### config.mk
export PLATFORM = sky130hd
export DESIGN_NAME = one_wire_calib_output_link
export DESIGN_NICKNAME = d
export VERILOG_FILES = /design/src/pkg/owl_pkg.sv /design/src/logic/one_wire_calib_output_link.sv
export VERILOG_INCLUDE_DIRS = /design/src /design/src/pkg
export SDC_FILE = /design/constraint.sdc
export NUM_CORES = 1
export LEC_CHECK = 0
export BUFFER_PORTS_ARGS = -buffer_cell sky130_fd_sc_hd__buf_2
export CORE_MARGIN = 2
export CORE_UTILIZATION = 45
export CTS_BUF_LIST = sky130_fd_sc_hd__clkbuf_8
export DETAILED_ROUTE_END_ITERATION = 10
export PLACE_DENSITY = 0.65
export SLEW_MARGIN = 20
export SYNTH_ARGS = -nofsm -noshare
export SYNTH_HDL_FRONTEND = slang
export SYNTH_SLANG_ARGS = --single-unit
### constraint.sdc
create_clock -name i_clk -period 7.22 [get_ports i_clk]
set_input_delay 0.722 -clock i_clk [delete_from_list [all_inputs] [get_ports i_clk]]
set_output_delay 0.722 -clock i_clk [all_outputs]
set_load 0.05 [all_outputs]
### src/pkg/owl_params.svh
// Constants for the one-wire calibration and output link.
`ifndef OWL_PARAMS_SVH
`define OWL_PARAMS_SVH
`define CLK_HZ 250000000
`define CYC_PER_US (`CLK_HZ / 1000000)
`define RX_SAMPLE_HZ 512000
`define RX_TICK_CYC (`CLK_HZ / `RX_SAMPLE_HZ)
`define RX_TIMEOUT_TICKS 8'hC8
`define RX_FRAME_BITS 5'h12
`define ACK_BYTE 8'hA5
`define CMD_CM_ENTRY 8'h50
`define DATA_CM_ENTRY 8'h90
`define CMD_NOM_ENTRY 8'h40
`define DATA_NOM_ENTRY 8'h00
`define CMD_READ_EE 8'h00
`define EE_BYTES 5'h14
`define BRIDGE_BYTES 5'h02
`define TX_BITS 4'hA
`define LISTEN_US 3000
`define LISTEN_CYC (`LISTEN_US * `CYC_PER_US)
`define STOP_US 32
`define STOP_CYC (`STOP_US * `CYC_PER_US)
`define BAUD_FAST_HZ 32000
`define BAUD_SLOW_HZ 8000
`define BIT_FAST_CYC (`CLK_HZ / `BAUD_FAST_HZ)
`define BIT_SLOW_CYC (`CLK_HZ / `BAUD_SLOW_HZ)
`define IDLE0_US 1000
`define IDLE1_US 4850
`define IDLE2_US 22500
`define IDLE3_US 118000
`define IDLE0_CYC (`IDLE0_US * `CYC_PER_US)
`define IDLE1_CYC (`IDLE1_US * `CYC_PER_US)
`define IDLE2_CYC (`IDLE2_US * `CYC_PER_US)
`define IDLE3_CYC (`IDLE3_US * `CYC_PER_US)
`define SPECIAL0_N 8'h80
`define SPECIAL1_N 8'h40
`define SPECIAL2_N 8'h10
`define SPECIAL3_N 8'h08
`define OUT_ANALOG_ABS 2'h0
`define OUT_ANALOG_RATIO 2'h1
`define OUT_DIGITAL 2'h2
`endif

### src/pkg/owl_pkg.sv
// Types shared by the one-wire calibration and output link.
package owl_pkg;
  typedef struct packed {
    logic [7:0] cmd;
    logic [7:0] data;
  } cmd_frame_t;
  typedef enum logic [1:0] {M_LISTEN, M_CMD, M_NORMAL} mode_t;
  typedef enum logic [1:0] {T_IDLE, T_BITS, T_STOP} tx_state_t;
  typedef enum logic [1:0] {K_ACK, K_BRIDGE, K_EEPROM} pkt_kind_t;
endpackage : owl_pkg

### src/logic/one_wire_calib_output_link.sv
// Device-side one-wire link: command listening, command mode and normal output.
//
// Behaviour
// RULE_01 - Check both parities; drop frames on edge timeout.
// RULE_02 - Execute each complete valid command pair.
// RULE_03 - Acknowledge successful execution with byte A5.
// RULE_04 - Master treats no acknowledge in 130 ms as failure.
// RULE_05 - Transmit start, eight data, parity per byte.
// RULE_06 - Command mode sends only acknowledge or data.
// RULE_07 - Bridge reading: high byte first, top bits zero.
// RULE_08 - Hold line high 32 us between bytes.
// RULE_09 - Memory dump is one twenty-byte packet.
// RULE_10 - Idle gap follows the update-rate setting.
// RULE_11 - Special measurement every 128/64/16/8 measurements.
// RULE_12 - Bit rate 32 kHz fast, 8 kHz slow.
// RULE_13 - Power down after output at slow rates.
// RULE_14 - Listen 3 ms after reset, then normal mode.
// RULE_15 - Normal mode output follows output configuration.
// RULE_16 - Entry command in window selects command mode.
// RULE_17 - Stay in command mode until normal entry.
// RULE_18 - Only the entry command is accepted first.
// RULE_19 - Master sends each command as 19-bit frame.
// RULE_20 - Sample incoming line at 512 kHz.
// RULE_21 - Master always sends command and data bytes.
// RULE_22 - Bad frames are neither executed nor acknowledged.
`timescale 1ns/1ps
`include "owl_params.svh"
module one_wire_calib_output_link #(
  parameter int unsigned LISTEN_CYC = `LISTEN_CYC,
  parameter int unsigned STOP_CYC = `STOP_CYC,
  parameter int unsigned BIT_FAST_CYC = `BIT_FAST_CYC,
  parameter int unsigned BIT_SLOW_CYC = `BIT_SLOW_CYC,
  parameter int unsigned IDLE0_CYC = `IDLE0_CYC,
  parameter int unsigned IDLE1_CYC = `IDLE1_CYC,
  parameter int unsigned IDLE2_CYC = `IDLE2_CYC,
  parameter int unsigned IDLE3_CYC = `IDLE3_CYC
) (
  input wire logic i_clk,
  input wire logic i_rst,
  input wire logic i_ce,
  input wire logic i_line,
  output logic o_line,
  output logic o_line_oe_n,
  input wire logic [1:0] i_update_rate,
  input wire logic [1:0] i_out_mode,
  input wire logic [13:0] i_bridge_data,
  input wire logic [7:0] i_ee_data,
  output logic [4:0] o_ee_addr,
  output owl_pkg::cmd_frame_t o_cmd,
  output logic o_cmd_valid,
  input wire logic i_cmd_done,
  input wire logic i_cmd_ok,
  output owl_pkg::mode_t o_mode,
  output logic o_analog_en,
  output logic o_analog_ratio,
  output logic o_special_meas,
  output logic o_power_down
);
  import owl_pkg::*;

  // ----------------------------------------------------------------
  // Receive sampling and bit decoding.
  // ----------------------------------------------------------------
  logic [8:0] tick_cnt;
  logic rx_prev;
  logic rx_active;
  logic rx_have_ref;
  logic [7:0] per_cnt;
  logic [7:0] low_cnt;
  logic [7:0] ref_half;
  logic [4:0] rx_nbits;
  logic [17:0] rx_shift;
  logic frame_ok;
  mode_t mode;
  tx_state_t tx_state;
  logic exec_wait;

  wire tick = (tick_cnt == 9'(`RX_TICK_CYC - 1));
  wire rx_enable = ((mode == M_LISTEN) || (mode == M_CMD)) && (tx_state == T_IDLE) && !exec_wait;
  wire fall = tick && rx_prev && !i_line;
  wire rise = tick && !rx_prev && i_line;
  wire rx_timeout = rx_active && (per_cnt >= `RX_TIMEOUT_TICKS);
  wire bit_val = (low_cnt < ref_half);
  wire [17:0] next_rx_shift = {rx_shift[16:0], bit_val};
  wire last_bit = rise && rx_have_ref && (rx_nbits == `RX_FRAME_BITS - 5'h1);
  wire par_ok = !(^next_rx_shift[17:9]) && !(^next_rx_shift[8:0]);
  wire cmd_frame_t rx_frame = '{cmd: rx_shift[17:10], data: rx_shift[8:1]};

  always_ff @(posedge i_clk or posedge i_rst) begin
    if (i_rst) begin
      tick_cnt <= 9'h000;
      rx_prev <= 1'b1;
    end else if (i_ce) begin
      tick_cnt <= tick ? 9'h000 : tick_cnt + 9'h001; // see RULE_20
      if (tick) begin
        rx_prev <= i_line;
      end
    end
  end

  always_ff @(posedge i_clk or posedge i_rst) begin
    if (i_rst) begin
      rx_active <= 1'b0;
      rx_have_ref <= 1'b0;
      per_cnt <= 8'h00;
      low_cnt <= 8'h00;
      ref_half <= 8'h00;
      rx_nbits <= 5'h00;
      rx_shift <= 18'h00000;
      frame_ok <= 1'b0;
    end else if (i_ce) begin
      frame_ok <= 1'b0;
      if (!rx_enable || rx_timeout || last_bit) begin
        rx_active <= 1'b0; // see RULE_01
        rx_have_ref <= 1'b0;
        rx_nbits <= 5'h00;
        frame_ok <= rx_enable && last_bit && par_ok; // see RULE_01, RULE_22
        if (last_bit) begin
          rx_shift <= next_rx_shift;
        end
      end else if (fall) begin
        rx_active <= 1'b1;
        per_cnt <= 8'h00;
        low_cnt <= 8'h00;
        if (rx_active && !rx_have_ref) begin
          rx_have_ref <= 1'b1;
          ref_half <= {1'b0, per_cnt[7:1]};
        end
      end else if (tick && rx_active) begin
        per_cnt <= per_cnt + 8'h01;
        if (!i_line) begin
          low_cnt <= low_cnt + 8'h01;
        end
        if (rise && rx_have_ref) begin
          rx_shift <= next_rx_shift;
          rx_nbits <= rx_nbits + 5'h01;
        end
      end
    end
  end

  // ----------------------------------------------------------------
  // Mode control and command execution.
  // ----------------------------------------------------------------
  logic [19:0] listen_cnt;
  logic go_normal;
  logic pkt_start;
  pkt_kind_t pkt_kind;
  logic tx_done;

  wire is_cm_entry = (rx_frame.cmd == `CMD_CM_ENTRY) && (rx_frame.data == `DATA_CM_ENTRY);
  wire is_nom_entry = (rx_frame.cmd == `CMD_NOM_ENTRY) && (rx_frame.data == `DATA_NOM_ENTRY);
  wire is_read_ee = (rx_frame.cmd == `CMD_READ_EE);
  wire listen_over = (listen_cnt == 20'(LISTEN_CYC - 1));
  wire ext_ack = exec_wait && i_cmd_done && i_cmd_ok;

  always_ff @(posedge i_clk or posedge i_rst) begin
    if (i_rst) begin
      mode <= M_LISTEN;
      listen_cnt <= 20'h00000;
      go_normal <= 1'b0;
      exec_wait <= 1'b0;
      o_cmd <= '0;
      o_cmd_valid <= 1'b0;
    end else if (i_ce) begin
      o_cmd_valid <= 1'b0;
      case (mode)
        M_LISTEN: begin
          listen_cnt <= listen_cnt + 20'h00001;
          if (frame_ok && is_cm_entry) begin
            mode <= M_CMD; // see RULE_16, RULE_18
          end else if (listen_over) begin
            mode <= M_NORMAL; // see RULE_14
          end
        end
        M_CMD: begin
          if (frame_ok && is_nom_entry) begin
            go_normal <= 1'b1; // see RULE_17
          end else if (frame_ok && !is_cm_entry && !is_read_ee) begin
            o_cmd <= rx_frame; // see RULE_02
            o_cmd_valid <= 1'b1;
            exec_wait <= 1'b1;
          end
          if (exec_wait && i_cmd_done) begin
            exec_wait <= 1'b0;
          end
          if (go_normal && tx_done) begin
            go_normal <= 1'b0;
            mode <= M_NORMAL;
          end
        end
        default: begin
          mode <= M_NORMAL;
        end
      endcase
    end
  end

  // ----------------------------------------------------------------
  // Normal operation scheduling.
  // ----------------------------------------------------------------
  logic [24:0] idle_cnt;
  logic [7:0] meas_cnt;
  logic [13:0] bridge;

  wire slow_rate = i_update_rate[1];
  wire digital_out = (i_out_mode == `OUT_DIGITAL);
  wire [24:0] idle_lim = (i_update_rate == 2'h0) ? 25'(IDLE0_CYC) :
                         (i_update_rate == 2'h1) ? 25'(IDLE1_CYC) :
                         (i_update_rate == 2'h2) ? 25'(IDLE2_CYC) : 25'(IDLE3_CYC); // see RULE_10
  wire [7:0] special_n = (i_update_rate == 2'h0) ? `SPECIAL0_N :
                         (i_update_rate == 2'h1) ? `SPECIAL1_N :
                         (i_update_rate == 2'h2) ? `SPECIAL2_N : `SPECIAL3_N;
  wire meas_due = (mode == M_NORMAL) && (tx_state == T_IDLE) && (idle_cnt >= idle_lim - 25'h0000001);
  wire ack_due = (mode == M_CMD) && (tx_state == T_IDLE) &&
                 ((frame_ok && (is_cm_entry || is_nom_entry)) || ext_ack); // see RULE_03, RULE_06
  wire ee_due = (mode == M_CMD) && (tx_state == T_IDLE) && frame_ok && is_read_ee;
  wire cm_entry_ack = (mode == M_LISTEN) && frame_ok && is_cm_entry;

  assign pkt_start = ack_due || ee_due || cm_entry_ack || (meas_due && digital_out);

  always_ff @(posedge i_clk or posedge i_rst) begin
    if (i_rst) begin
      idle_cnt <= 25'h0000000;
      meas_cnt <= 8'h00;
      o_special_meas <= 1'b0;
      o_power_down <= 1'b0;
      bridge <= 14'h0000;
    end else if (i_ce) begin
      o_special_meas <= 1'b0;
      if (tx_state == T_IDLE) begin
        bridge <= i_bridge_data;
      end
      if (meas_due) begin
        idle_cnt <= 25'h0000000;
        o_power_down <= 1'b0;
        meas_cnt <= (meas_cnt == special_n - 8'h01) ? 8'h00 : meas_cnt + 8'h01;
        o_special_meas <= (meas_cnt == special_n - 8'h01); // see RULE_11
      end else if ((mode == M_NORMAL) && (tx_state == T_IDLE)) begin
        idle_cnt <= idle_cnt + 25'h0000001;
      end
      if ((mode == M_NORMAL) && tx_done && slow_rate) begin
        o_power_down <= 1'b1; // see RULE_13
      end
    end
  end

  assign o_mode = mode;
  assign o_analog_en = (mode == M_NORMAL) && !digital_out; // see RULE_15
  assign o_analog_ratio = (i_out_mode == `OUT_ANALOG_RATIO);

  // ----------------------------------------------------------------
  // Byte transmitter.
  // ----------------------------------------------------------------
  logic [24:0] tx_cnt;
  logic [3:0] tx_bit;
  logic [9:0] tx_shift;
  logic [4:0] byte_idx;
  logic [4:0] pkt_len;
  logic [7:0] cur_byte;

  wire [24:0] bit_len = slow_rate ? 25'(BIT_SLOW_CYC) : 25'(BIT_FAST_CYC); // see RULE_12
  wire [24:0] low_one = {2'b00, bit_len[24:2]};
  wire [24:0] low_zero = bit_len - low_one;
  wire [24:0] low_len = tx_shift[9] ? low_one : low_zero;
  wire bit_end = (tx_cnt == bit_len - 25'h0000001);
  wire stop_end = (tx_cnt == 25'(STOP_CYC - 1));
  wire pkt_kind_t next_kind = ee_due ? K_EEPROM : (meas_due && !ack_due && !cm_entry_ack) ? K_BRIDGE : K_ACK;
  wire pkt_kind_t kind_sel = (tx_state == T_IDLE) ? next_kind : pkt_kind;
  wire [7:0] src_byte = (kind_sel == K_ACK) ? `ACK_BYTE :
                        (kind_sel == K_EEPROM) ? i_ee_data :
                        (byte_idx == 5'h00) ? {2'b00, bridge[13:8]} : bridge[7:0]; // see RULE_07
  wire [9:0] frame_bits = {1'b0, src_byte, ^src_byte}; // see RULE_05

  assign cur_byte = src_byte;
  assign o_ee_addr = byte_idx;

  always_ff @(posedge i_clk or posedge i_rst) begin
    if (i_rst) begin
      tx_state <= T_IDLE;
      tx_cnt <= 25'h0000000;
      tx_bit <= 4'h0;
      tx_shift <= 10'h3FF;
      byte_idx <= 5'h00;
      pkt_len <= 5'h00;
      pkt_kind <= K_ACK;
      tx_done <= 1'b0;
      o_line <= 1'b1;
      o_line_oe_n <= 1'b1;
    end else if (i_ce) begin
      tx_done <= 1'b0;
      case (tx_state)
        T_IDLE: begin
          o_line <= 1'b1;
          o_line_oe_n <= 1'b1;
          byte_idx <= 5'h00;
          if (pkt_start) begin
            tx_state <= T_BITS;
            pkt_kind <= next_kind;
            pkt_len <= ee_due ? `EE_BYTES : (next_kind == K_BRIDGE) ? `BRIDGE_BYTES : 5'h01; // see RULE_09
            tx_shift <= frame_bits;
            tx_cnt <= 25'h0000000;
            tx_bit <= 4'h0;
          end
        end
        T_BITS: begin
          o_line_oe_n <= 1'b0;
          o_line <= (tx_cnt >= low_len);
          tx_cnt <= bit_end ? 25'h0000000 : tx_cnt + 25'h0000001;
          if (bit_end) begin
            tx_shift <= {tx_shift[8:0], 1'b1};
            tx_bit <= tx_bit + 4'h1;
            if (tx_bit == `TX_BITS - 4'h1) begin
              tx_state <= T_STOP;
              byte_idx <= byte_idx + 5'h01;
            end
          end
        end
        default: begin
          o_line_oe_n <= 1'b0;
          o_line <= 1'b1; // see RULE_08
          tx_cnt <= stop_end ? 25'h0000000 : tx_cnt + 25'h0000001;
          if (stop_end) begin
            tx_bit <= 4'h0;
            if (byte_idx == pkt_len) begin
              tx_state <= T_IDLE;
              tx_done <= 1'b1;
            end else begin
              tx_state <= T_BITS;
              tx_shift <= {1'b0, cur_byte, ^cur_byte};
            end
          end
        end
      endcase
    end
  end
endmodule : one_wire_calib_output_link

# Word-level counts from Yosys, hierarchy flattened
# Cells that the tools add are included.
[classes]
add_sub_neg = 14
mul = 0
div_mod_pow = 0
magnitude_cmp = 4
eq_ne = 30
n_shift = 0
muxes = 82
bitwise = 2
reduce_logical = 103
[op_table]
columns = ["cell", "count"]
rows = [
  ["2-to-1 mux 25 bit", 9],
  ["2-to-1 mux 18 bit", 5],
  ["2-to-1 mux 8 bit", 10],
  ["adder 25 x 1 -> 25 bit, second input constant", 2],
  [">= comparator 25 bit", 2],
  ["one-hot mux 25 bit (2 select lines)", 1],
  ["2-to-1 mux 10 bit", 4],
  ["2-to-1 mux 5 bit", 8],
  ["logical AND 1 bit", 38],
  ["AND reduction 4 bit", 7],
  ["equality test 25 x 13 -> 1 bit, second input constant", 1],
  ["equality test 25 bit", 1],
  ["subtractor 25 x 1 -> 25 bit, second input constant", 1],
  ["adder 8 x 1 -> 8 bit, second input constant", 3],
  ["2-to-1 mux 1 bit", 24],
  ["adder 20 x 1 -> 20 bit, second input constant", 1],
  ["equality test 20 bit, second input constant", 1],
  ["2-to-1 mux 2 bit", 10],
  ["one-hot mux 10 bit (2 select lines)", 1],
  ["nonzero test 2 bit", 10],
  ["XOR reduction 9 bit", 2],
  ["equality test 8 x 7 -> 1 bit, second input constant", 2],
  ["zero test 8 bit", 2],
  ["AND reduction 2 bit", 8],
  ["37 further kinds", 82],
]
[totals]
regBits = 205
latch_bits = 0
ram_bits = 0
rom_bits = 0
inputBits = 32
out_inout_bits = 30
word_cells = 267
n_memories = 0

# Longest topological paths before layout
# Gate-level depths: netlist of run 1.
[logic_depth]
depth_word = 19
mapped_depth = 15
mapped_depth_nobuf = 13

# Least setup slack after synthesis of run 1
# Ideal clock, no wire load.
[synth_timing]
path_kind = "input-to-reg"
startpoint = "input i_update_rate[1]"
endpoint = "register tx_cnt[12]"
setup_time_ns = 0.129
arrival_ns = 3.383
required_time_ns = 7.091
path_slack_ns = 3.708
cell_stages = 14
n_path_buf = 1
cell_sequence = "inv_1 -> ha_1 -> nor2_1 -> a31oi_1 -> ha_1 -> a211oi_1 -> nor2_1 -> o211ai_1 -> a21oi_1 -> o21ai_1 -> clkbuf_1 -> nand2_1 -> nand2_1 -> o21ai_0"
[synth_via]
elab_chain_len = 11
elab_cells_between_ends = 18
classes_between = "2 x add/sub; 1 x order compare; 4 x eq/ne; 6 x mux; 5 x reduce/logical"
[synth_rtl]
columns = ["item", "line_no", "rtl"]
rows = [
  ["start, declared", "one_wire_calib_output_link.sv:44", "input wire logic [1:0] i_update_rate,"],
  ["equality test 2 bit", "one_wire_calib_output_link.sv:210", "(i_update_rate == 2'h2) ? 25'(IDLE2_CYC) : 25'(IDLE3_CYC);"],
  ["2-to-1 mux 25 bit", "one_wire_calib_output_link.sv:210", ""],
  ["2-to-1 mux 25 bit", "one_wire_calib_output_link.sv:209", "(i_update_rate == 2'h1) ? 25'(IDLE1_CYC) :"],
  ["2-to-1 mux 25 bit", "one_wire_calib_output_link.sv:208", "wire [24:0] idle_lim = (i_update_rate == 2'h0) ? 25'(IDLE0_CYC) :"],
  ["subtractor 25 x 1 -> 25 bit", "one_wire_calib_output_link.sv:214", "wire meas_due = (mode == M_NORMAL) && (tx_state == T_IDLE) && (idle_cnt >= idle_lim - 25'h0000001);"],
  [">= comparator 25 bit", "one_wire_calib_output_link.sv:214", ""],
  ["logical AND 1 bit", "one_wire_calib_output_link.sv:214", ""],
  ["logical AND 1 bit", "one_wire_calib_output_link.sv:220", "assign pkt_start = ack_due || ee_due || cm_entry_ack || (meas_due && digital_out);"],
  ["logical OR 1 bit", "one_wire_calib_output_link.sv:220", ""],
  ["inequality test 2 bit (no line)", "-", ""],
  ["AND reduction 2 bit (no line)", "-", ""],
  ["end signal, assigned", "one_wire_calib_output_link.sv:309", "tx_cnt <= bit_end ? 25'h0000000 : tx_cnt + 25'h0000001;"],
  ["end signal, assigned", "one_wire_calib_output_link.sv:322", "tx_cnt <= stop_end ? 25'h0000000 : tx_cnt + 25'h0000001;"],
  ["end, declared", "one_wire_calib_output_link.sv:255", "logic [24:0] tx_cnt;"],
]
# Several ways; a longest one is shown, not always the timed one.
# A chain may end at the register's enable or synchronous reset.

# Worst setup path after layout of run 1
[layout_timing]
startpoint = "input i_update_rate[1]"
endpoint = "register tx_bit[1]"
[layout_via]
elab_chain_len = 11
elab_cells_between_ends = 17
classes_between = "2 x add/sub; 1 x order compare; 5 x eq/ne; 4 x mux; 5 x reduce/logical"
[layout_rtl]
columns = ["item", "line_no", "rtl"]
rows = [
  ["equality test 2 bit", "one_wire_calib_output_link.sv:210", ""],
  ["2-to-1 mux 25 bit", "one_wire_calib_output_link.sv:210", ""],
  ["2-to-1 mux 25 bit", "one_wire_calib_output_link.sv:209", ""],
  ["2-to-1 mux 25 bit", "one_wire_calib_output_link.sv:208", ""],
  ["subtractor 25 x 1 -> 25 bit", "one_wire_calib_output_link.sv:214", ""],
  [">= comparator 25 bit", "one_wire_calib_output_link.sv:214", ""],
  ["logical AND 1 bit", "one_wire_calib_output_link.sv:214", ""],
  ["logical AND 1 bit", "one_wire_calib_output_link.sv:220", ""],
  ["logical OR 1 bit", "one_wire_calib_output_link.sv:220", ""],
  ["inequality test 2 bit (no line)", "-", ""],
  ["AND reduction 4 bit (no line) (*)", "-", ""],
  ["end signal, assigned", "one_wire_calib_output_link.sv:312", "tx_bit <= tx_bit + 4'h1;"],
  ["end, declared", "one_wire_calib_output_link.sv:256", "logic [3:0] tx_bit;"],
]
# Mark *: on every way between the ends. The rest lies on a longest branch, timed or not.

==> results.sh, run 1 <==
export IMPL_run_status="finished clean"
export IMPL_dp_worst_setup_slack_ns=3.00
export IMPL_synth_seq_area_share=0.449
export IMPL_cp_end_kind="flip-flop"
export IMPL_fin_ws_ns=3.57
export IMPL_finalCritPeriodShare=0.506
export IMPL_synthXorXnorAreaFrac=0.0815
export IMPL_drive_above_1_share=0.156
export IMPL_powerDensity_nw_per_um2=286
export IMPL_ir_drop_v=0.000182
export IMPL_cp_max_fo=18
export IMPL_netlist_top_cells_area="dfrtp_1 42%, ha_1 8.0%, xnor2_1 5.0%"
export IMPL_grt_max_degree=129
export IMPL_die_x_um=162
export IMPL_worstSetupPathType="input pin to flip-flop"
export IMPL_ios=62
export IMPL_worst_slew_pin_slew_ns=1.07
export IMPL_r2r_start="rx_shift[12]"
export IMPL_synthCells=1151
export IMPL_rows=57
export IMPL_synth_top_family_by_area="simple AND/OR/NAND/NOR gates"
export IMPL_hold_class="input pin to asynchronous set/reset pin"
export IMPL_io_buffers=61
export IMPL_rr_endpoint="tx_bit[1]"
export IMPL_path_delay_family="simple AND/OR/NAND/NOR gates"
export IMPL_slew_headroom=0.286
export IMPL_synthAdderAreaFrac=0.0798
export IMPL_ys_ff_latch=202
export IMPL_clock_sinks=202
export IMPL_startpoint_type="input pin"
export IMPL_ant_nets=0
export IMPL_hold_viol=0
export IMPL_cts_root_buf="clkbuf_8"
export IMPL_drt_wirelength_per_cell_um=15.5
export IMPL_initial_core_util=0.461
export IMPL_setup_viol=0
export IMPL_routed_wl_um=24500
export IMPL_synth_common_cells="189 x dfrtp_1, 115 x nor2_1, 111 x nand2_1"
export IMPL_post_cts_buffers=0
export IMPL_drtIter0Drc=454
export IMPL_synth_edf_count=0
export IMPL_place_hpwl_um=17100
export IMPL_drc=0
export IMPL_grt_pass1_vias=8428
export IMPL_yosys_warnings=0
export IMPL_arrival_ns=4.03
export IMPL_globalRouteOverflowTotal=0
export IMPL_dieArea_um2=26400
export IMPL_path_buf_inv=3
export IMPL_synth_top_area_frac=0.419
export IMPL_path_cells="buf_2 -> inv_1 -> ha_1 -> nor2_1 -> ha_1 -> nand4_1 -> nor3_1 -> o211ai_1 -> a21oi_1 -> o21ai_1 -> buf_4 -> and2_4 -> nor2_2 -> o21ai_0"
export IMPL_synthSimpleGateAreaFrac=0.193
export IMPL_via_count=8456
export IMPL_cts_hold_buffers_added=0
export IMPL_cap_violations=0
export IMPL_critPathMaxStageDelay_ns=0.60
export IMPL_nets=1330
export IMPL_async_flop_share=1.00
export IMPL_antenna_found_initial=0
export IMPL_dr_pass1_iters=4
export IMPL_fin_setup_tns_ns=0
export IMPL_grt_pass1_wl_um=41500
export IMPL_diodes=0
export IMPL_yosys_area_top_type="dfrtp_1"
export IMPL_path_common_cell="ha_1"
export IMPL_report_final_slew_viol_count=0
export IMPL_cts_tree="yes"
export IMPL_ctsResizeCount=0
export IMPL_clock_latency_ns=0.53
export IMPL_synth_area_per_cell_um2=9.80
export IMPL_syn_cell_area_um2=11300
export IMPL_rr_worst_depth=10
export IMPL_synth_compound_area_frac=0.114
export IMPL_place_congestion=0.824
export IMPL_slowest_stage="nor2_2"
export IMPL_fmax_mhz=274
export IMPL_core_area_um2=24500
export IMPL_leakagePower_uw=0.00589
export IMPL_ys_types=73
export IMPL_nFillCells=2280
export IMPL_clock_skew_ns=0.0199
export IMPL_synth_mux_area_fraction=0.0509
export IMPL_track_usage=0.191
export IMPL_clkTransAtPathRegs_ns=0.07
export IMPL_r2r_setup_slack_ns=3.66
export IMPL_worstPathRequired_ns=7.60
export IMPL_numCtsBuffers=36
export IMPL_synth_main_ff_cell="dfrtp_1"
export IMPL_clockBufferDepth=3
export IMPL_htree_levels=2
export IMPL_area_growth_pct=12.2
export IMPL_viasPerCell=5.36
export IMPL_yosysMostFrequentCell="dfrtp_1"
export IMPL_period_needed_ns=3.65
export IMPL_die_y_um=162
export IMPL_rsz0062_at_grt="no"
layout by cell type (no fill, tap or decap), drive strengths merged, types with 40 or more instances in the layout:
| master | n |
|---|---|
| buf | 66 |
| nand2 | 111 |
| nand3 | 54 |
| clkbuf | 44 |
| xor2 | 40 |
| nor2 | 116 |
| o21ai | 83 |
| inv | 70 |
| a21oi | 43 |
| xnor2 | 65 |
| mux2 | 41 |
| dfrtp | 189 |
| ha | 72 |
cell families (layout without fill, tap and decap cells):
| group | after synthesis | after routing |
|---|---|---|
| AO/OA/AOI/OAI | 202 | 202 |
| XOR/XNOR | 105 | 105 |
| adder cells (fa/ha/maj) | 72 | 72 |
| buffers and inverters | 85 | 185 |
| flip-flops | 202 | 202 |
| multiplexers | 50 | 50 |
| other | 1 | 3 |
| AND/OR/NAND/NOR | 434 | 434 |
through the flow:
stage	hold slack, ns	cell area [um2]	total power, uW	instances	util
floorplan	0.437	11300	2320	1153	-
global placement	0.454	11900	2550	1511	0.487
detailed placement	0.463	11900	2570	1511	0.487
CTS	0.399	12600	3660	1576	0.516
global route	0.405	12700	3850	1577	0.518
finish	0.399	12700	3620	1577	0.518
where the power goes:
part           switching (uW)  total [uW]  internal (uW)
clock network             476        1070            589
logic                     551         989            437
registers                 225        1570           1340
state kept, by name (all words and copies together) (netlist names), 9 cells and up:
signal	count
bridge	14
idle_cnt	25
listen_cnt	20
o_cmd	16
rx_shift	18
tick_cnt	9
tx_cnt	25
tx_shift	10
worst max path at each step:
stage,depth (start not counted),from,slack [ns],end
2_1_floorplan,1,i_rst,1.01,bridge[0]
3_3_place_gp,14,i_update_rate[1],3.13,tx_bit[1]
3_5_place_dp,14,i_update_rate[1],3.00,tx_bit[1]
4_1_cts,14,i_update_rate[1],3.57,tx_shift[7]
5_1_grt,14,i_update_rate[1],3.12,tx_shift[7]
6_report,14,i_update_rate[1],3.57,tx_bit[1]
final cells by class:
type / instances / area [um2] / share of cell area
multi-input cells: 866 / 5900 / 0.466
flip-flops and latches: 202 / 5070 / 0.401
clock buffers: 44 / 606 / 0.0478
well taps: 324 / 405 / 0.0320
repair buffers: 66 / 350 / 0.0277
inverters: 54 / 210 / 0.0166
clock inverters: 21 / 120 / 0.00949
metal layers:
layer | share of wire | track usage | up-vias
met5 | 0 | 0 | -
met4 | 0.016 | 0.0459 | 0
met3 | 0.041 | 0.0354 | 33
met2 | 0.48 | 0.321 | 108
met1 | 0.47 | 0.257 | 4123
li1 | - | - | 4192
No activity file was read; power rests on OpenSTA's default activity.
==> run 2: changes to the inputs <==
- PLACE_DENSITY: 0.65 -> 0.67
- clock period: 7.22 -> 3.1 ns (I/O delays scaled with it)
==> results.sh, run 2 (synthesized netlist as in run 1, its figures left out) <==
export IMPL_slew_headroom=0.604
export IMPL_place_hpwl_um=17800
export IMPL_hold_class="input pin to flip-flop"
export IMPL_clockBufferDepth=3
export IMPL_leakagePower_uw=0.00619
export IMPL_grt_max_degree=88
export IMPL_r2r_start="rx_shift[13]"
export IMPL_ant_nets=0
export IMPL_post_route_util=0.540
export IMPL_viasPerCell=5.32
export IMPL_reg_top3="idle_cnt x25, tx_cnt x25, listen_cnt x20"
export IMPL_powerDensity_nw_per_um2=650
export IMPL_setup_viol=0
export IMPL_arrival_ns=3.34
export IMPL_rows=57
export IMPL_path_cells="inv_1 -> ha_1 -> nand3_1 -> or3_4 -> nor4_4 -> a311oi_1 -> o32a_1 -> buf_12 -> and2_4 -> or4_1 -> nand3_1"
export IMPL_dp_worst_setup_slack_ns=-0.286
export IMPL_rsz0062_at_grt="no"
export IMPL_grt_pass1_vias=8505
export IMPL_nFillCells=2167
export IMPL_run_status="finished clean"
export IMPL_drc=0
export IMPL_worstSetupPathType="flip-flop to flip-flop"
export IMPL_routed_wl_um=24600
export IMPL_dieArea_um2=26400
export IMPL_place_congestion=0.835
export IMPL_globalRouteOverflowTotal=0
export IMPL_io_buffers=61
export IMPL_critPathMaxStageDelay_ns=0.50
export IMPL_min_from="i_bridge_data[1]"
export IMPL_ios=62
export IMPL_multiInputGateArea_um2=5890
export IMPL_dr_pass1_iters=5
export IMPL_report_final_slew_viol_count=0
export IMPL_fmax_mhz=345
export IMPL_nets=1394
export IMPL_period_needed_ns=2.90
export IMPL_slowest_stage="or4_1"
export IMPL_track_usage=0.191
export IMPL_final_common_cell="dfrtp_1"
export IMPL_r2r_setup_slack_ns=0.20
export IMPL_initial_core_util=0.461
export IMPL_rr_endpoint="tx_cnt[4]"
export IMPL_finalCritPeriodShare=0.936
export IMPL_die_x_um=162
export IMPL_clock_latency_ns=0.53
export IMPL_fin_ws_ns=0.199
export IMPL_path_common_cell="nand3_1"
export IMPL_htree_levels=2
export IMPL_drive_above_1_share=0.198
export IMPL_numCtsBuffers=35
export IMPL_area_growth_pct=17.1
export IMPL_rr_worst_depth=11
export IMPL_antenna_found_initial=1
export IMPL_hold_viol=0
export IMPL_grt_pass1_wl_um=41800
export IMPL_ir_drop_v=0.000322
export IMPL_seqCellArea_um2=5070
export IMPL_holdPathEnd="bridge[1]"
export IMPL_cts_tree="yes"
export IMPL_cap_violations=0
export IMPL_via_count=8728
export IMPL_min_path_cells=2
export IMPL_startpoint_type="flip-flop"
export IMPL_final_cell_mix="189 x dfrtp_1, 113 x nor2_1, 111 x nand2_1"
export IMPL_drt_wirelength_per_cell_um=15.0
export IMPL_clock_sinks=202
export IMPL_clock_skew_ns=0.0321
export IMPL_cp_max_fo=16
export IMPL_cts_root_buf="clkbuf_8"
export IMPL_die_y_um=162
export IMPL_worstPathRequired_ns=3.54
export IMPL_core_area_um2=24500
export IMPL_worst_slew_pin_slew_ns=0.593
export IMPL_clkTransAtPathRegs_ns=0.06
export IMPL_drtIter0Drc=556
export IMPL_cp_end_kind="flip-flop"
-- run 2: changes by cell type in the layout (fill, tap and decap cells not counted), moves of 3 or more --
cell	previous run	this run
buf_4	4	59
buf_12	0	4
dlygate4sd3_1	0	7
clkbuf_8	44	47
clkinv_2	2	6
inv_1	68	60
-- run 2: report_power, final --
| group | internal [uW] | switching [uW] | total, uW |
|---|---|---|---|
| Combinational | 1140 | 1330 | 2470 |
| Sequential | 3130 | 489 | 3620 |
| Clock | 1370 | 1130 | 2490 |
| Total | 5640 | 2940 | 8580 |
-- run 2: final cells by class --
type | count | share of cell area
antenna | 2 | 0.000379
clock buffer | 47 | 0.0490
clock inverter | 16 | 0.00625
inverter | 54 | 0.0156
multi-input combinational | 866 | 0.446
sequential | 202 | 0.384
tap | 324 | 0.0307
timing repair buffer | 131 | 0.0680
-- run 2: repair_timing --
item	in CTS	in global routing
endpoints found under the hold margin	28	0
setup buffers	0	0
gates resized for setup	0	4
setup endpoints to repair	0	15
hold buffers	7	0
-- run 2: how the worst max path moves through the flow --
stage                           startpoint     endpoint  slack (ns)
after floorplan           i_update_rate[1]   tx_cnt[12]      0.0002
after global placement    i_update_rate[0]  tx_shift[6]       -0.20
after detailed placement  i_update_rate[0]  tx_shift[4]       -0.29
after CTS                     rx_shift[13]  tx_shift[4]        0.03
after global routing          rx_shift[13]    tx_cnt[4]        0.06
final                         rx_shift[13]    tx_cnt[4]        0.20
-- run 2: critical path, delay by kind of cell (launching register included) --
family / cells / cell delay, ns
adders and majority gates: 1 / 0.19
AOI/OAI and AO/OA: 2 / 0.52
DFF: 1 / 0.38
buffers and inverters: 2 / 0.31
and+or+nand+nor: 6 / 1.41
-- run 2: per-stage QoR --
| step | total power (uW) | area, um2 | hold slack, ns | TNS, ns | instances |
|---|---|---|---|---|---|
| 2_1_floorplan | 5400 | 11300 | 0.437 | 0 | 1153 |
| 3_3_place_gp | 6040 | 12400 | 0.417 | -1.46 | 1570 |
| 3_5_place_dp | 6120 | 12400 | 0.413 | -2.78 | 1570 |
| 4_1_cts | 8660 | 13200 | 0.000551 | 0 | 1640 |
| 5_1_grt | 9120 | 13200 | 0.0114 | 0 | 1640 |
| 6_report | 8580 | 13200 | 0.0267 | 0 | 1642 |
-- run 2: per-layer routing --
layer  track usage  up-vias  wire length (um)
li1              -     4341                 -
met4        0.0551        0               545
met3        0.0326       47               949
met1         0.264     4209             11700
met5             0        -                 0
met2         0.311      131             11400
==> run 3: changes to the inputs <==
- PLACE_DENSITY: 0.67 -> 0.63
==> results.sh, run 3 (synthesized netlist as in run 1, its figures left out) <==
export IMPL_postPlaceCellArea_um2=12400
export IMPL_fin_setup_tns_ns=0
export IMPL_r2r_start="rx_shift[10]"
export IMPL_dp_worst_setup_slack_ns=-0.288
export IMPL_globalRouteOverflowTotal=0
export IMPL_ant_nets=0
export IMPL_viasPerCell=5.29
export IMPL_report_final_slew_viol_count=0
export IMPL_cts_tree="yes"
export IMPL_path_common_cell="nand3_1"
export IMPL_drive_above_1_share=0.192
export IMPL_cp_end_kind="flip-flop"
export IMPL_critPathMaxStageDelay_ns=0.49
export IMPL_path_buf_inv=2
export IMPL_slew_headroom=0.501
export IMPL_run_status="finished clean"
export IMPL_fmax_mhz=339
export IMPL_powerDensity_nw_per_um2=642
export IMPL_fin_ws_ns=0.152
export IMPL_final_common_cell="dfrtp_1"
export IMPL_worst_slew_pin_slew_ns=0.729
export IMPL_dieArea_um2=26400
export IMPL_core_area_um2=24500
export IMPL_arrival_ns=3.41
export IMPL_nets=1401
export IMPL_p_total_uw=8520
export IMPL_crit_start="rx_shift[10]"
export IMPL_startpoint_type="flip-flop"
export IMPL_track_usage=0.199
export IMPL_initial_core_util=0.461
export IMPL_r2r_setup_slack_ns=0.15
export IMPL_worstSetupPathType="flip-flop to flip-flop"
export IMPL_cp_max_fo=16
export IMPL_routed_wl_um=25400
export IMPL_grt_pass1_vias=8768
export IMPL_antenna_found_initial=1
export IMPL_drtIter0Drc=570
export IMPL_die_y_um=162
export IMPL_path_delay_family="simple AND/OR/NAND/NOR gates"
export IMPL_clkTransAtPathRegs_ns=0.07
export IMPL_clock_latency_ns=0.55
export IMPL_path_cells="inv_1 -> ha_1 -> nand3_1 -> or3_4 -> nor4_4 -> a311oi_1 -> o32a_1 -> buf_12 -> and2_4 -> or4_1 -> nand3_1"
export IMPL_die_x_um=162
export IMPL_clockBufferDepth=3
export IMPL_fin_cells=1647
export IMPL_rows=57
export IMPL_place_hpwl_um=18100
export IMPL_ios=62
export IMPL_worstPathRequired_ns=3.56
export IMPL_period_needed_ns=2.95
export IMPL_hold_class="input pin to flip-flop"
export IMPL_nFillCells=2194
export IMPL_via_count=8716
export IMPL_finalCritPeriodShare=0.951
export IMPL_place_congestion=0.811
export IMPL_cap_violations=0
export IMPL_dr_pass1_iters=5
export IMPL_numCtsBuffers=36
export IMPL_rsz0062_at_grt="no"
export IMPL_slowest_stage="or4_1"
export IMPL_min_from="i_cmd_done"
export IMPL_drt_wirelength_per_cell_um=15.4
export IMPL_leakagePower_uw=0.00624
export IMPL_area_growth_pct=17.6
export IMPL_drc=0
export IMPL_final_cell_mix="189 x dfrtp_1, 113 x nor2_1, 111 x nand2_1"
export IMPL_clock_sinks=202
export IMPL_grt_max_degree=73
export IMPL_io_buffers=61
export IMPL_cts_root_buf="clkbuf_8"
export IMPL_setup_viol=0
export IMPL_clock_skew_ns=0.0372
export IMPL_ir_drop_v=0.000397
export IMPL_place_inst=1567
export IMPL_grt_pass1_wl_um=43300
export IMPL_hold_viol=0
export IMPL_final_area_um2=13300
export IMPL_htree_levels=2
export IMPL_reg_top3="idle_cnt x25, tx_cnt x25, listen_cnt x20"
==> run 3: changes by cell type in the layout (fill, tap and decap cells not counted), sizes merged <==
cell | previous run | this run
buf | 124 | 122
clkbuf | 47 | 44
clkinv | 6 | 4
clkinvlp | 3 | 1
diode | 2 | 1
dlygate4sd3 | 7 | 15
inv | 61 | 68
==> run 3: layer usage <==
| layer | vias up | global-route usage | wire length [um] | part of all wire |
|---|---|---|---|---|
| met3 | 44 | 0.0433 | 1110 | 0.044 |
| met2 | 130 | 0.324 | 11800 | 0.46 |
| met5 | - | 0 | 0 | 0 |
| met4 | 0 | 0.0619 | 539 | 0.021 |
| met1 | 4196 | 0.265 | 11900 | 0.47 |
| li1 | 4346 | - | - | - |
==> run 3: cell type report <==
cell class | count | area, um2 | area share
diodes | 1 | 2.50 | 0.000189
clock buffers | 44 | 606 | 0.0456
clock inverters | 19 | 92.6 | 0.00698
inverters | 54 | 206 | 0.0156
multi-input cells | 866 | 5910 | 0.445
flip-flops and latches | 202 | 5070 | 0.382
well taps | 324 | 405 | 0.0305
repair buffers | 137 | 976 | 0.0735
==> run 3: power breakdown <==
part	internal (uW)	switching, uW	total, uW
logic	1170	1320	2490
clock network	1290	1120	2410
registers	3130	501	3630
==> run 3: metrics by stage <==
stage / hold slack (ns) / util
final: 0.0696 / 0.543
after detailed placement: 0.419 / 0.506
after CTS: 0.0206 / 0.541
after global routing: 0.0661 / 0.542
after global placement: 0.413 / 0.506
after floorplan: 0.437 / -
==> run 3: repair_timing <==
action | in CTS | in global routing
endpoints found under the hold margin | 35 | 0
hold buffers | 15 | 0
setup buffers | 0 | 1
endpoints found under the setup margin | 0 | 15
gates resized for setup | 0 | 7
==> run 3: final timing paths <==
check / to / cells after the start
max in group asynchronous: tx_shift[9] / 4
min in group asynchronous: idle_cnt[14] / 3
hold reg to reg: listen_cnt[14] / 1
setup reg to reg: tx_cnt[4] / 11
setup / recovery: tx_cnt[4] / 11
hold / removal: exec_wait / 4
==> run 3: tightest hold or removal path: cells and delay by family <==
kind	cells	cell delay (ns)
buffers and inverters	1	0.11
AO/OA/AOI/OAI	1	0.06
AND/OR/NAND/NOR	2	0.09
